==> src/design/tto_consts.svh <==
// Purpose: constants of the twilight threshold output stage
// Assumes: included by its bare name from the design, the checker and the bench
// Notes:   offsets, fields, reset values, source codes, lux figures and timing counts only
`ifndef TTO_CONSTS_SVH
`define TTO_CONSTS_SVH

// register offsets (word index on the register port)
`define TTO_REG_CTRL     4'h0
`define TTO_REG_LEVEL    4'h1
`define TTO_REG_HYST     4'h2
`define TTO_REG_DELAY    4'h3
`define TTO_REG_CYCLE    4'h4
`define TTO_REG_EXT16    4'h5
`define TTO_REG_EXT8     4'h6
`define TTO_REG_STATUS   4'h7

// control fields
`define TTO_CTRL_BOTH    0
`define TTO_CTRL_MODE_LO 1
`define TTO_CTRL_MODE_HI 4
`define TTO_CTRL_EXT_LO  5
`define TTO_CTRL_EXT_HI  6
`define TTO_CTRL_SOC2    7
`define TTO_CTRL_SOC1    8

// delay register fields
`define TTO_DLY_ON2_LO   0
`define TTO_DLY_ON2_HI   3
`define TTO_DLY_OFF2_LO  4
`define TTO_DLY_OFF2_HI  7
`define TTO_DLY_OFF1_LO  8
`define TTO_DLY_OFF1_HI  11

// reset values
`define TTO_CTRL_RST     9'h000
`define TTO_LEVEL_RST    5'h00
`define TTO_HYST_RST     4'h0
`define TTO_DELAY_RST    12'h000
`define TTO_CYCLE_RST    7'h00

// external threshold source
`define TTO_EXT_NONE     2'h0
`define TTO_EXT_16       2'h1
`define TTO_EXT_8        2'h2

// lux figures
`define TTO_LVL_FIRST    16'h000A
`define TTO_LVL_STEP     16'h0019
`define TTO_HYST_A       16'h0005
`define TTO_HYST_B       16'h000A
`define TTO_HYST_C       16'h0019
`define TTO_HYST_STEP    16'h0032
`define TTO_RANGE_LUX    18'h002A2
`define TTO_PCT_FULL     18'h00064

// timing
`define TTO_CLK_HZ       125000000
`define TTO_TICK_S       1
`define TTO_TICK_CYCLES  (`TTO_TICK_S * `TTO_CLK_HZ)
`define TTO_CYC_UNIT_S   11'h00A

`endif

==> src/design/tto_pkg.sv <==
// Purpose: types of the twilight threshold output stage
// Assumes: constants come from tto_consts.svh
// Notes:   no logic here
`default_nettype none
package tto_pkg;
   typedef enum logic [1:0] {
      TTO_ACT_NONE,
      TTO_ACT_ON,
      TTO_ACT_OFF
   } tto_act_t;

   typedef enum logic [1:0] {
      TTO_DLY_IDLE,
      TTO_DLY_ON_WAIT,
      TTO_DLY_OFF_WAIT
   } tto_dly_state_t;

   typedef logic [3:0]  tto_addr_t;
   typedef logic [15:0] tto_word_t;
endpackage : tto_pkg
`default_nettype wire

==> src/design/tto_threshold_out.sv <==
// Purpose: second twilight threshold with hysteresis, delays and telegram output
// Assumes: lux_value is integer lux on core_clk; registers on a plain port
// Notes:   tx_valid is a one-cycle telegram request carrying tx_value
//
// The register addresses and the address-and-strobe port are this design's own decisions.
`include "tto_consts.svh"
`default_nettype none

// Operation
// RQ1 - threshold two works only when enabled
// RQ2 - level 10 lux, then 25 to 650
// RQ3 - hysteresis none,5,10,25, then 50..600
// RQ4 - exceed modes: above on, below minus hyst
// RQ5 - undershoot modes: below on, above plus hyst
// RQ6 - twelve modes, some directions send nothing
// RQ7 - no-telegram condition also mutes cyclic sends
// RQ8 - external 16-bit threshold from 2-byte object
// RQ9 - external 8-bit threshold, else configured level
// RQ10 - switch-on delay fourteen choices
// RQ11 - switch-off delay same choices, per threshold
// RQ12 - ON accepted only after on delay
// RQ13 - OFF accepted only after off delay
// RQ14 - send on change when enabled
// RQ15 - no change send when disabled
// RQ16 - cyclic send when setting nonzero
// RQ17 - cyclic period is setting times ten
// RQ18 - zero setting disables cyclic sending
// RQ19 - 8-bit value is percent of 674
// RQ20 - configuration drops external value until new
// RQ21 - one-second tick from clock prescaler
// RQ22 - reset: output 0, timers idle, cycle restarted
// RQ23 - return to accepted state cancels delay
module tto_threshold_out #(
   parameter int TICK_CYCLES = `TTO_TICK_CYCLES
) (
   input  wire  logic               core_clk,
   input  wire  logic               srst,
   input  wire  tto_pkg::tto_addr_t reg_addr,
   input  wire  tto_pkg::tto_word_t reg_wdata,
   input  wire  logic               reg_wr,
   input  wire  logic               reg_rd,
   output var   tto_pkg::tto_word_t reg_rdata,
   input  wire  logic [15:0]        lux_value,
   output var   logic               tx_valid,
   output var   logic               tx_value
);
   import tto_pkg::*;

   logic [8:0]     ctrl_reg;
   logic [4:0]     level_reg;
   logic [3:0]     hyst_reg;
   logic [11:0]    delay_reg;
   logic [6:0]     cycle_reg;
   logic [15:0]    ext_val_reg;
   logic           ext_seen_reg;
   logic [26:0]    tick_cnt_reg;
   logic           tick;
   logic           cond_reg;
   logic           acc_reg;
   logic           acc_d_reg;
   tto_dly_state_t dly_state_reg;
   logic [11:0]    dly_cnt_reg;
   logic [10:0]    cyc_cnt_reg;
   logic [10:0]    period;
   logic           cyc_fire;
   logic           enable;
   logic [3:0]     mode;
   logic [1:0]     ext_mode;
   logic [15:0]    thr;
   logic [16:0]    thr_hi;
   logic [16:0]    lux_hi;
   logic [15:0]    hyst;
   tto_act_t       cur_act;
   logic           raw;
   logic           suppress;
   logic [11:0]    on_s;
   logic [11:0]    off_s;
   logic [17:0]    pct_prod;
   logic [4:0]     level_wr;
   logic [6:0]     cycle_wr;

   // configured level in lux
   function automatic logic [15:0] level_lux(input logic [4:0] idx);
      if (idx == 5'h00) begin
         level_lux = `TTO_LVL_FIRST;
      end else begin
         level_lux = {11'h000, idx} * `TTO_LVL_STEP;
      end
   endfunction : level_lux

   // hysteresis band in lux
   function automatic logic [15:0] hyst_lux(input logic [3:0] idx);
      case (idx)
         4'h0: hyst_lux = 16'h0000;
         4'h1: hyst_lux = `TTO_HYST_A;
         4'h2: hyst_lux = `TTO_HYST_B;
         4'h3: hyst_lux = `TTO_HYST_C;
         default: hyst_lux = {12'h000, idx - 4'h3} * `TTO_HYST_STEP;
      endcase
   endfunction : hyst_lux

   // delay choice in seconds
   function automatic logic [11:0] delay_s(input logic [3:0] idx);
      case (idx)
         4'h0: delay_s = 12'h000;
         4'h1: delay_s = 12'h001;
         4'h2: delay_s = 12'h003;
         4'h3: delay_s = 12'h005;
         4'h4: delay_s = 12'h00A;
         4'h5: delay_s = 12'h00F;
         4'h6: delay_s = 12'h01E;
         4'h7: delay_s = 12'h03C;
         4'h8: delay_s = 12'h0B4;
         4'h9: delay_s = 12'h12C;
         4'hA: delay_s = 12'h258;
         4'hB: delay_s = 12'h384;
         4'hC: delay_s = 12'h708;
         4'hD: delay_s = 12'hE10;
         default: delay_s = 12'h000;
      endcase
   endfunction : delay_s

   // action of a mode: fulfilled side when set_side, else return side
   function automatic tto_act_t act_of(input logic [3:0] m, input logic set_side);
      act_of = TTO_ACT_NONE;
      case (m)
         4'h0, 4'h2: act_of = set_side ? TTO_ACT_ON : TTO_ACT_OFF;
         4'h1, 4'h3: act_of = set_side ? TTO_ACT_OFF : TTO_ACT_ON;
         4'h4, 4'h6: act_of = set_side ? TTO_ACT_ON : TTO_ACT_NONE;
         4'h5, 4'h7: act_of = set_side ? TTO_ACT_OFF : TTO_ACT_NONE;
         4'h8, 4'hA: act_of = set_side ? TTO_ACT_NONE : TTO_ACT_OFF;
         4'h9, 4'hB: act_of = set_side ? TTO_ACT_NONE : TTO_ACT_ON;
         default: act_of = TTO_ACT_NONE;
      endcase
   endfunction : act_of

   assign enable   = ctrl_reg[`TTO_CTRL_BOTH];
   assign mode     = ctrl_reg[`TTO_CTRL_MODE_HI:`TTO_CTRL_MODE_LO];
   assign ext_mode = ctrl_reg[`TTO_CTRL_EXT_HI:`TTO_CTRL_EXT_LO];
   assign on_s     = delay_s(delay_reg[`TTO_DLY_ON2_HI:`TTO_DLY_ON2_LO]);   // see RQ10
   assign off_s    = delay_s(delay_reg[`TTO_DLY_OFF2_HI:`TTO_DLY_OFF2_LO]); // see RQ11
   assign hyst     = hyst_lux(hyst_reg);                                     // see RQ3
   assign pct_prod = {10'h000, reg_wdata[7:0]} * `TTO_RANGE_LUX;              // see RQ19

   // write clamps judge the whole word
   assign level_wr = (reg_wdata > 16'h001A) ? 5'h1A : reg_wdata[4:0];        // see RQ2
   assign cycle_wr = (reg_wdata > 16'h0078) ? 7'h78 : reg_wdata[6:0];        // see RQ17

   // configuration registers
   always_ff @(posedge core_clk) begin
      if (srst) begin
         ctrl_reg  <= `TTO_CTRL_RST;
         level_reg <= `TTO_LEVEL_RST;
         hyst_reg  <= `TTO_HYST_RST;
         delay_reg <= `TTO_DELAY_RST;
         cycle_reg <= `TTO_CYCLE_RST;
      end else if (reg_wr) begin
         case (reg_addr)
            `TTO_REG_CTRL:  ctrl_reg  <= reg_wdata[8:0];
            `TTO_REG_LEVEL: level_reg <= level_wr; // see RQ2
            `TTO_REG_HYST:  hyst_reg  <= reg_wdata[3:0];
            `TTO_REG_DELAY: delay_reg <= reg_wdata[11:0];
            `TTO_REG_CYCLE: cycle_reg <= cycle_wr; // see RQ17
            default: ;
         endcase
      end
   end

   // external threshold objects
   always_ff @(posedge core_clk) begin
      if (srst) begin
         ext_val_reg  <= 16'h0000;
         ext_seen_reg <= 1'b0;
      end else if (reg_wr && reg_addr == `TTO_REG_CTRL) begin
         ext_seen_reg <= 1'b0; // see RQ20
      end else if (reg_wr && reg_addr == `TTO_REG_EXT16 && ext_mode == `TTO_EXT_16) begin
         ext_val_reg  <= reg_wdata; // see RQ8
         ext_seen_reg <= 1'b1;
      end else if (reg_wr && reg_addr == `TTO_REG_EXT8 && ext_mode == `TTO_EXT_8) begin
         ext_val_reg  <= 16'(pct_prod / `TTO_PCT_FULL); // see RQ9
         ext_seen_reg <= 1'b1;
      end
   end

   // effective threshold: external once received, else configured
   always_comb begin
      if (ext_seen_reg && ext_mode != `TTO_EXT_NONE) begin
         thr = ext_val_reg; // see RQ8
      end else begin
         thr = level_lux(level_reg); // see RQ9
      end
   end

   // one-second time base
   always_ff @(posedge core_clk) begin
      if (srst || tick) begin
         tick_cnt_reg <= 27'h0000000;
      end else begin
         tick_cnt_reg <= tick_cnt_reg + 27'h0000001;
      end
   end

   assign tick = (tick_cnt_reg == 27'(TICK_CYCLES - 1)); // see RQ21

   // crossing condition with hysteresis
   always_comb begin
      thr_hi = {1'b0, thr} + {1'b0, hyst};
      lux_hi = {1'b0, lux_value} + {1'b0, hyst};
   end

   always_ff @(posedge core_clk) begin
      if (srst || !enable) begin
         cond_reg <= 1'b0;
      end else if (!mode[1]) begin
         if (lux_value > thr) begin
            cond_reg <= 1'b1; // see RQ4
         end else if (lux_hi < {1'b0, thr}) begin
            cond_reg <= 1'b0; // see RQ4
         end
      end else begin
         if (lux_value < thr) begin
            cond_reg <= 1'b1; // see RQ5
         end else if ({1'b0, lux_value} > thr_hi) begin
            cond_reg <= 1'b0; // see RQ5
         end
      end
   end

   // wanted level from the mode's action
   always_comb begin
      cur_act  = act_of(mode, cond_reg); // see RQ6
      suppress = (cur_act == TTO_ACT_NONE); // see RQ7
      case (cur_act)
         TTO_ACT_ON:  raw = 1'b1;
         TTO_ACT_OFF: raw = 1'b0;
         default:     raw = acc_reg;
      endcase
   end

   // acceptance delays
   always_ff @(posedge core_clk) begin
      if (srst || !enable) begin
         dly_state_reg <= TTO_DLY_IDLE; // see RQ22
         dly_cnt_reg   <= 12'h000;
         acc_reg       <= 1'b0; // see RQ1
      end else begin
         case (dly_state_reg)
            TTO_DLY_IDLE: begin
               if (raw && !acc_reg) begin
                  if (on_s == 12'h000) begin
                     acc_reg <= 1'b1;
                  end else begin
                     dly_state_reg <= TTO_DLY_ON_WAIT; // see RQ12
                     dly_cnt_reg   <= on_s;
                  end
               end else if (!raw && acc_reg) begin
                  if (off_s == 12'h000) begin
                     acc_reg <= 1'b0;
                  end else begin
                     dly_state_reg <= TTO_DLY_OFF_WAIT; // see RQ13
                     dly_cnt_reg   <= off_s;
                  end
               end
            end
            TTO_DLY_ON_WAIT: begin
               if (!raw) begin
                  dly_state_reg <= TTO_DLY_IDLE; // see RQ23
               end else if (tick) begin
                  if (dly_cnt_reg == 12'h001) begin
                     acc_reg       <= 1'b1; // see RQ12
                     dly_state_reg <= TTO_DLY_IDLE;
                  end
                  dly_cnt_reg <= dly_cnt_reg - 12'h001;
               end
            end
            TTO_DLY_OFF_WAIT: begin
               if (raw) begin
                  dly_state_reg <= TTO_DLY_IDLE; // see RQ23
               end else if (tick) begin
                  if (dly_cnt_reg == 12'h001) begin
                     acc_reg       <= 1'b0; // see RQ13
                     dly_state_reg <= TTO_DLY_IDLE;
                  end
                  dly_cnt_reg <= dly_cnt_reg - 12'h001;
               end
            end
            default: begin
               dly_state_reg <= TTO_DLY_IDLE;
            end
         endcase
      end
   end

   // cyclic repeat timer
   assign period   = 11'(cycle_reg) * `TTO_CYC_UNIT_S; // see RQ17
   assign cyc_fire = tick && (period != 11'h000) && (cyc_cnt_reg <= 11'h001); // see RQ18

   always_ff @(posedge core_clk) begin
      if (srst) begin
         cyc_cnt_reg <= 11'h000; // see RQ22
      end else if (reg_wr && reg_addr == `TTO_REG_CYCLE) begin
         cyc_cnt_reg <= 11'(cycle_wr) * `TTO_CYC_UNIT_S;
      end else if (cyc_fire) begin
         cyc_cnt_reg <= period; // see RQ16
      end else if (tick && cyc_cnt_reg != 11'h000) begin
         cyc_cnt_reg <= cyc_cnt_reg - 11'h001;
      end
   end

   // telegram output
   always_ff @(posedge core_clk) begin
      if (srst) begin
         acc_d_reg <= 1'b0;
         tx_valid  <= 1'b0;
         tx_value  <= 1'b0;
      end else begin
         acc_d_reg <= acc_reg;
         tx_value  <= acc_reg;
         // see RQ14, RQ15, RQ16, RQ7
         tx_valid  <= enable && (((acc_reg != acc_d_reg) && ctrl_reg[`TTO_CTRL_SOC2])
                                 || (cyc_fire && !suppress));
      end
   end

   // register read port
   always_ff @(posedge core_clk) begin
      if (srst || !reg_rd) begin
         reg_rdata <= 16'h0000;
      end else begin
         case (reg_addr)
            `TTO_REG_CTRL:   reg_rdata <= {7'h00, ctrl_reg};
            `TTO_REG_LEVEL:  reg_rdata <= {11'h000, level_reg};
            `TTO_REG_HYST:   reg_rdata <= {12'h000, hyst_reg};
            `TTO_REG_DELAY:  reg_rdata <= {4'h0, delay_reg};
            `TTO_REG_CYCLE:  reg_rdata <= {9'h000, cycle_reg};
            `TTO_REG_EXT16:  reg_rdata <= thr;
            `TTO_REG_STATUS: reg_rdata <= {10'h000, ext_seen_reg, suppress,
                                           dly_state_reg == TTO_DLY_OFF_WAIT,
                                           dly_state_reg == TTO_DLY_ON_WAIT,
                                           cond_reg, acc_reg};
            default:         reg_rdata <= 16'h0000;
         endcase
      end
   end
endmodule : tto_threshold_out
`default_nettype wire

==> config.mk <==
export PLATFORM = sky130hd
export DESIGN_NAME = tto_threshold_out
export DESIGN_NICKNAME = d
export VERILOG_FILES = /design/src/design/tto_pkg.sv /design/src/design/tto_threshold_out.sv
export VERILOG_INCLUDE_DIRS = /design/src /design/src/design
export SDC_FILE = /design/constraint.sdc
export NUM_CORES = 1
export LEC_CHECK = 0
export ABC_CLOCK_PERIOD_IN_PS = 22500
export BUFFER_PORTS_ARGS = -buffer_cell sky130_fd_sc_hd__buf_2
export CAP_MARGIN = 15
export CORE_ASPECT_RATIO = 1.1
export CORE_UTILIZATION = 60
export CTS_BUF_LIST = sky130_fd_sc_hd__clkbuf_16
export DETAILED_ROUTE_END_ITERATION = 12
export PLACE_DENSITY = 0.77
export SLEW_MARGIN = 20
export SYNTH_ARGS = -nofsm -noshare
export SYNTH_HDL_FRONTEND = slang
export SYNTH_SLANG_ARGS = --single-unit
==> constraint.sdc <==
create_clock -name core_clk -period 22.5 [get_ports core_clk]
set_clock_uncertainty 0.1 [all_clocks]
set_input_delay 6.75 -clock core_clk [delete_from_list [all_inputs] [get_ports core_clk]]
set_output_delay 6.75 -clock core_clk [all_outputs]
set_load 0.01 [all_outputs]
==> out/metrics.cfg <==
[status]
run_status=finished, final reports clean

[floorplan]
placement_rows=59
die_width_um=151
io_pins=58
floorplan.die_area_um2=24900
die-height_um=165
start_util_pct=61.3
fp.coreArea_um2=23800

[cts]
cts_buffers=17
clock_latency_ns=0.43
cts_resized=0
sinks_on_clock_net=150
clkSlewWorstSetupHoldPaths_ns=0.07
cts_hold_buf=0
cts_tree=built
clk_path_buf_depth=2
cts_htree_levels=4
clk_root_buffer_cell=sky130_fd_sc_hd__clkbuf_16
post-cts-setup-buffers=0

[setup_path]
cp_slowest_cell=sky130_fd_sc_hd__a211oi_2
criticalPathCategory=in2reg
end_kind=register
crit_path_frequent_cell=sky130_fd_sc_hd__ha_1
crit_required_ns=22.71
critical_path.max_fanout=12
crit_start_category=input port
timing.critical_path.slowest_cell_delay_ns=0.63
arrival_ns=16.14
worstRegToRegCells=25

[logic_synthesis]
yosys_warnings=0
synth-edff-count=0
synth_xor_xnor_area_share_pct=5.94
netlist_area_um2=14600
post_synth_and_or_nand_nor_area_fraction_pct=22.4
sequential_area_share_after_synthesis_pct=20.6
synthMostInstantiatedCell=sky130_fd_sc_hd__nor2_1
synth_largest_type_area_fraction_pct=20.6
synthMuxAreaShare_pct=2.87
main_combinational_cell_family_by_area_after_synthesis=compound AO/OA/AOI/OAI gates
asyncSetResetFlopFracSynth_pct=0
synth.top_cells.by_count=190 x sky130_fd_sc_hd__nor2_1, 177 x sky130_fd_sc_hd__ha_1, 150 x sky130_fd_sc_hd__dfxtp_1, 150 x sky130_fd_sc_hd__nand2_1, 145 x sky130_fd_sc_hd__a21oi_1
main_area_contributors_after_synthesis=sky130_fd_sc_hd__dfxtp_1 21%, sky130_fd_sc_hd__ha_1 15%, sky130_fd_sc_hd__a21oi_1 5.0%
synth_top_cell_by_area=sky130_fd_sc_hd__dfxtp_1
postSynthAreaPerCell_um2=7.86
synth_flop_cell=sky130_fd_sc_hd__dfxtp_1
synthCells=1852
synthAdderAreaFrac_pct=17.2
syn_nets=2081
postSynthRegisterBits=150
synth-compound-area-share_pct=26.5
netlist-cell-type-count=117

[layout]
diodes=0
fill_cells=2083
layout-drive-gt1-share_pct=9.17
non_filler_instances=2181
largest_register_ff_count=27
area.growth.synth_to_final_pct=6.89
fin_nets=2092

[timing]
max_clock_freq_mhz=62.8
report.final.slew_viol_count=0
max_slew.worst_pin.slew_ns=1.09
min_period_ns=15.93
finalSetupViolations=0
timing_hold_violations_final=0
post-route-period-util_pct=70.8
unrepaired_setup_endpoints_after_global_routing=no
finalSetupTns_ns=0
timing.max_slew.rel_slack_pct=27.1

[flow_run]
number_of_max_capacitance_violations_reported=0

[global_routing]
wire_length_of_the_first_global_routing_pass_mm=63.8
grt_antenna_before_repair=3
overflow=0
grtUsageTotal_pct=32.0
pin_count_of_the_biggest_net_entering_global_routing=73
grt_pass1_vias=12854

[detailed_routing]
first_iter_violations=1120
detail_route.drc_violations=0
vias_per_cell=6.50
finalWirelength_mm=40.5
firstDrtPassIters=8
vias=14168
avgRoutedWirePerCell_um=18.6
antenna_left=0

[placement]
port_buffers=57
dpl.cell_count=2149
place_hpwl_mm=31.7
gpl.final_weighted_congestion=0.947

[min_path]
hold_path_class=reg2reg
number_of_cells_on_the_worst_hold_path=2

through the flow:
step	util [%]	setup slack (ns)	hold WS, ns	cell area, um^2
global route	65.5	6.00	0.379	15600
finish	65.5	6.57	0.361	15600
detailed placement	63.0	6.38	0.348	15000
floorplan	-	7.50	0.330	14600
CTS	65.5	6.79	0.359	15600
global placement	63.0	6.35	0.343	15000
routing by layer:
metal	vias to the layer above	part of all wire (%)	wire length, um	GRT usage (%)
met5	-	0.067	27	0
met2	526	47	19000	54.2
met3	98	6.2	2520	4.64
met1	6638	43	17500	40.5
met4	4	3.5	1400	13.2
li1	6902	-	-	-
final cells by class:
class | count | area [um^2] | share of cell area (%)
multi-input cells | 1539 | 10900 | 70.1
flip-flops and latches | 150 | 3000 | 19.3
clock buffers | 17 | 425 | 2.73
well taps | 305 | 382 | 2.45
inverters | 91 | 342 | 2.19
repair buffers | 64 | 338 | 2.17
clock inverters | 15 | 161 | 1.04
worst paths after layout:
path / start / endpoint / slack [ns]
max reg2reg: level_reg[0]$_SDFFE_PP0P_ / cond_reg$_SDFFE_PP0P_ / 16.66
min: delay_reg[9]$_SDFFE_PP0P_ / delay_reg[9]$_SDFFE_PP0P_ / 0.36
min reg2reg: delay_reg[9]$_SDFFE_PP0P_ / delay_reg[9]$_SDFFE_PP0P_ / 0.36
max: reg_wdata[2] / ext_val_reg[0]$_SDFFE_PP0P_ / 6.57
worst max-delay path: cells and delay by family:
kind	cells	cell delay [ns]
adders and majority gates	5	1.81
and+or+nand+nor	3	0.73
buffers and inverters	1	0.18
muxes	1	0.15
AOI/OAI and AO/OA	19	5.65
xor gates and xnor gates	2	0.86
cell usage in the layout (no fill, tap or decap), types with 15 or more instances in the layout:
| cell type | n |
|---|---|
| sky130_fd_sc_hd__nor2_1 | 190 |
| sky130_fd_sc_hd__o22ai_1 | 19 |
| sky130_fd_sc_hd__buf_2 | 57 |
| sky130_fd_sc_hd__a21o_1 | 28 |
| sky130_fd_sc_hd__a211oi_1 | 31 |
| sky130_fd_sc_hd__and3_1 | 20 |
| sky130_fd_sc_hd__nand3_1 | 68 |
| sky130_fd_sc_hd__mux2i_1 | 32 |
| sky130_fd_sc_hd__xor2_1 | 39 |
| sky130_fd_sc_hd__nand4_1 | 29 |
| sky130_fd_sc_hd__o21ai_0 | 86 |
| sky130_fd_sc_hd__nor2b_1 | 24 |
| sky130_fd_sc_hd__inv_1 | 90 |
| sky130_fd_sc_hd__nand2_1 | 150 |
| sky130_fd_sc_hd__nand2b_1 | 15 |
| sky130_fd_sc_hd__nor3_1 | 44 |
| sky130_fd_sc_hd__a22oi_1 | 28 |
| sky130_fd_sc_hd__a21oi_1 | 145 |
| sky130_fd_sc_hd__clkbuf_16 | 17 |
| sky130_fd_sc_hd__nor4_1 | 24 |
| sky130_fd_sc_hd__xnor2_1 | 53 |
| sky130_fd_sc_hd__o211ai_1 | 16 |
| sky130_fd_sc_hd__a31oi_1 | 15 |
| sky130_fd_sc_hd__dfxtp_1 | 150 |
| sky130_fd_sc_hd__ha_1 | 177 |
cells by family (layout without fill, tap and decap cells):
group / Yosys count / count (layout)
AOI/OAI and AO/OA: 556 / 556
xor gates and xnor gates: 95 / 95
adders and majority gates: 194 / 194
buffers and inverters: 163 / 187
DFF: 150 / 150
muxes: 40 / 40
and+or+nand+nor: 654 / 654
Power is left out: the tool's default activity adds up to more than one toggle a clock period on the data nets, which glitch-free logic cannot reach.
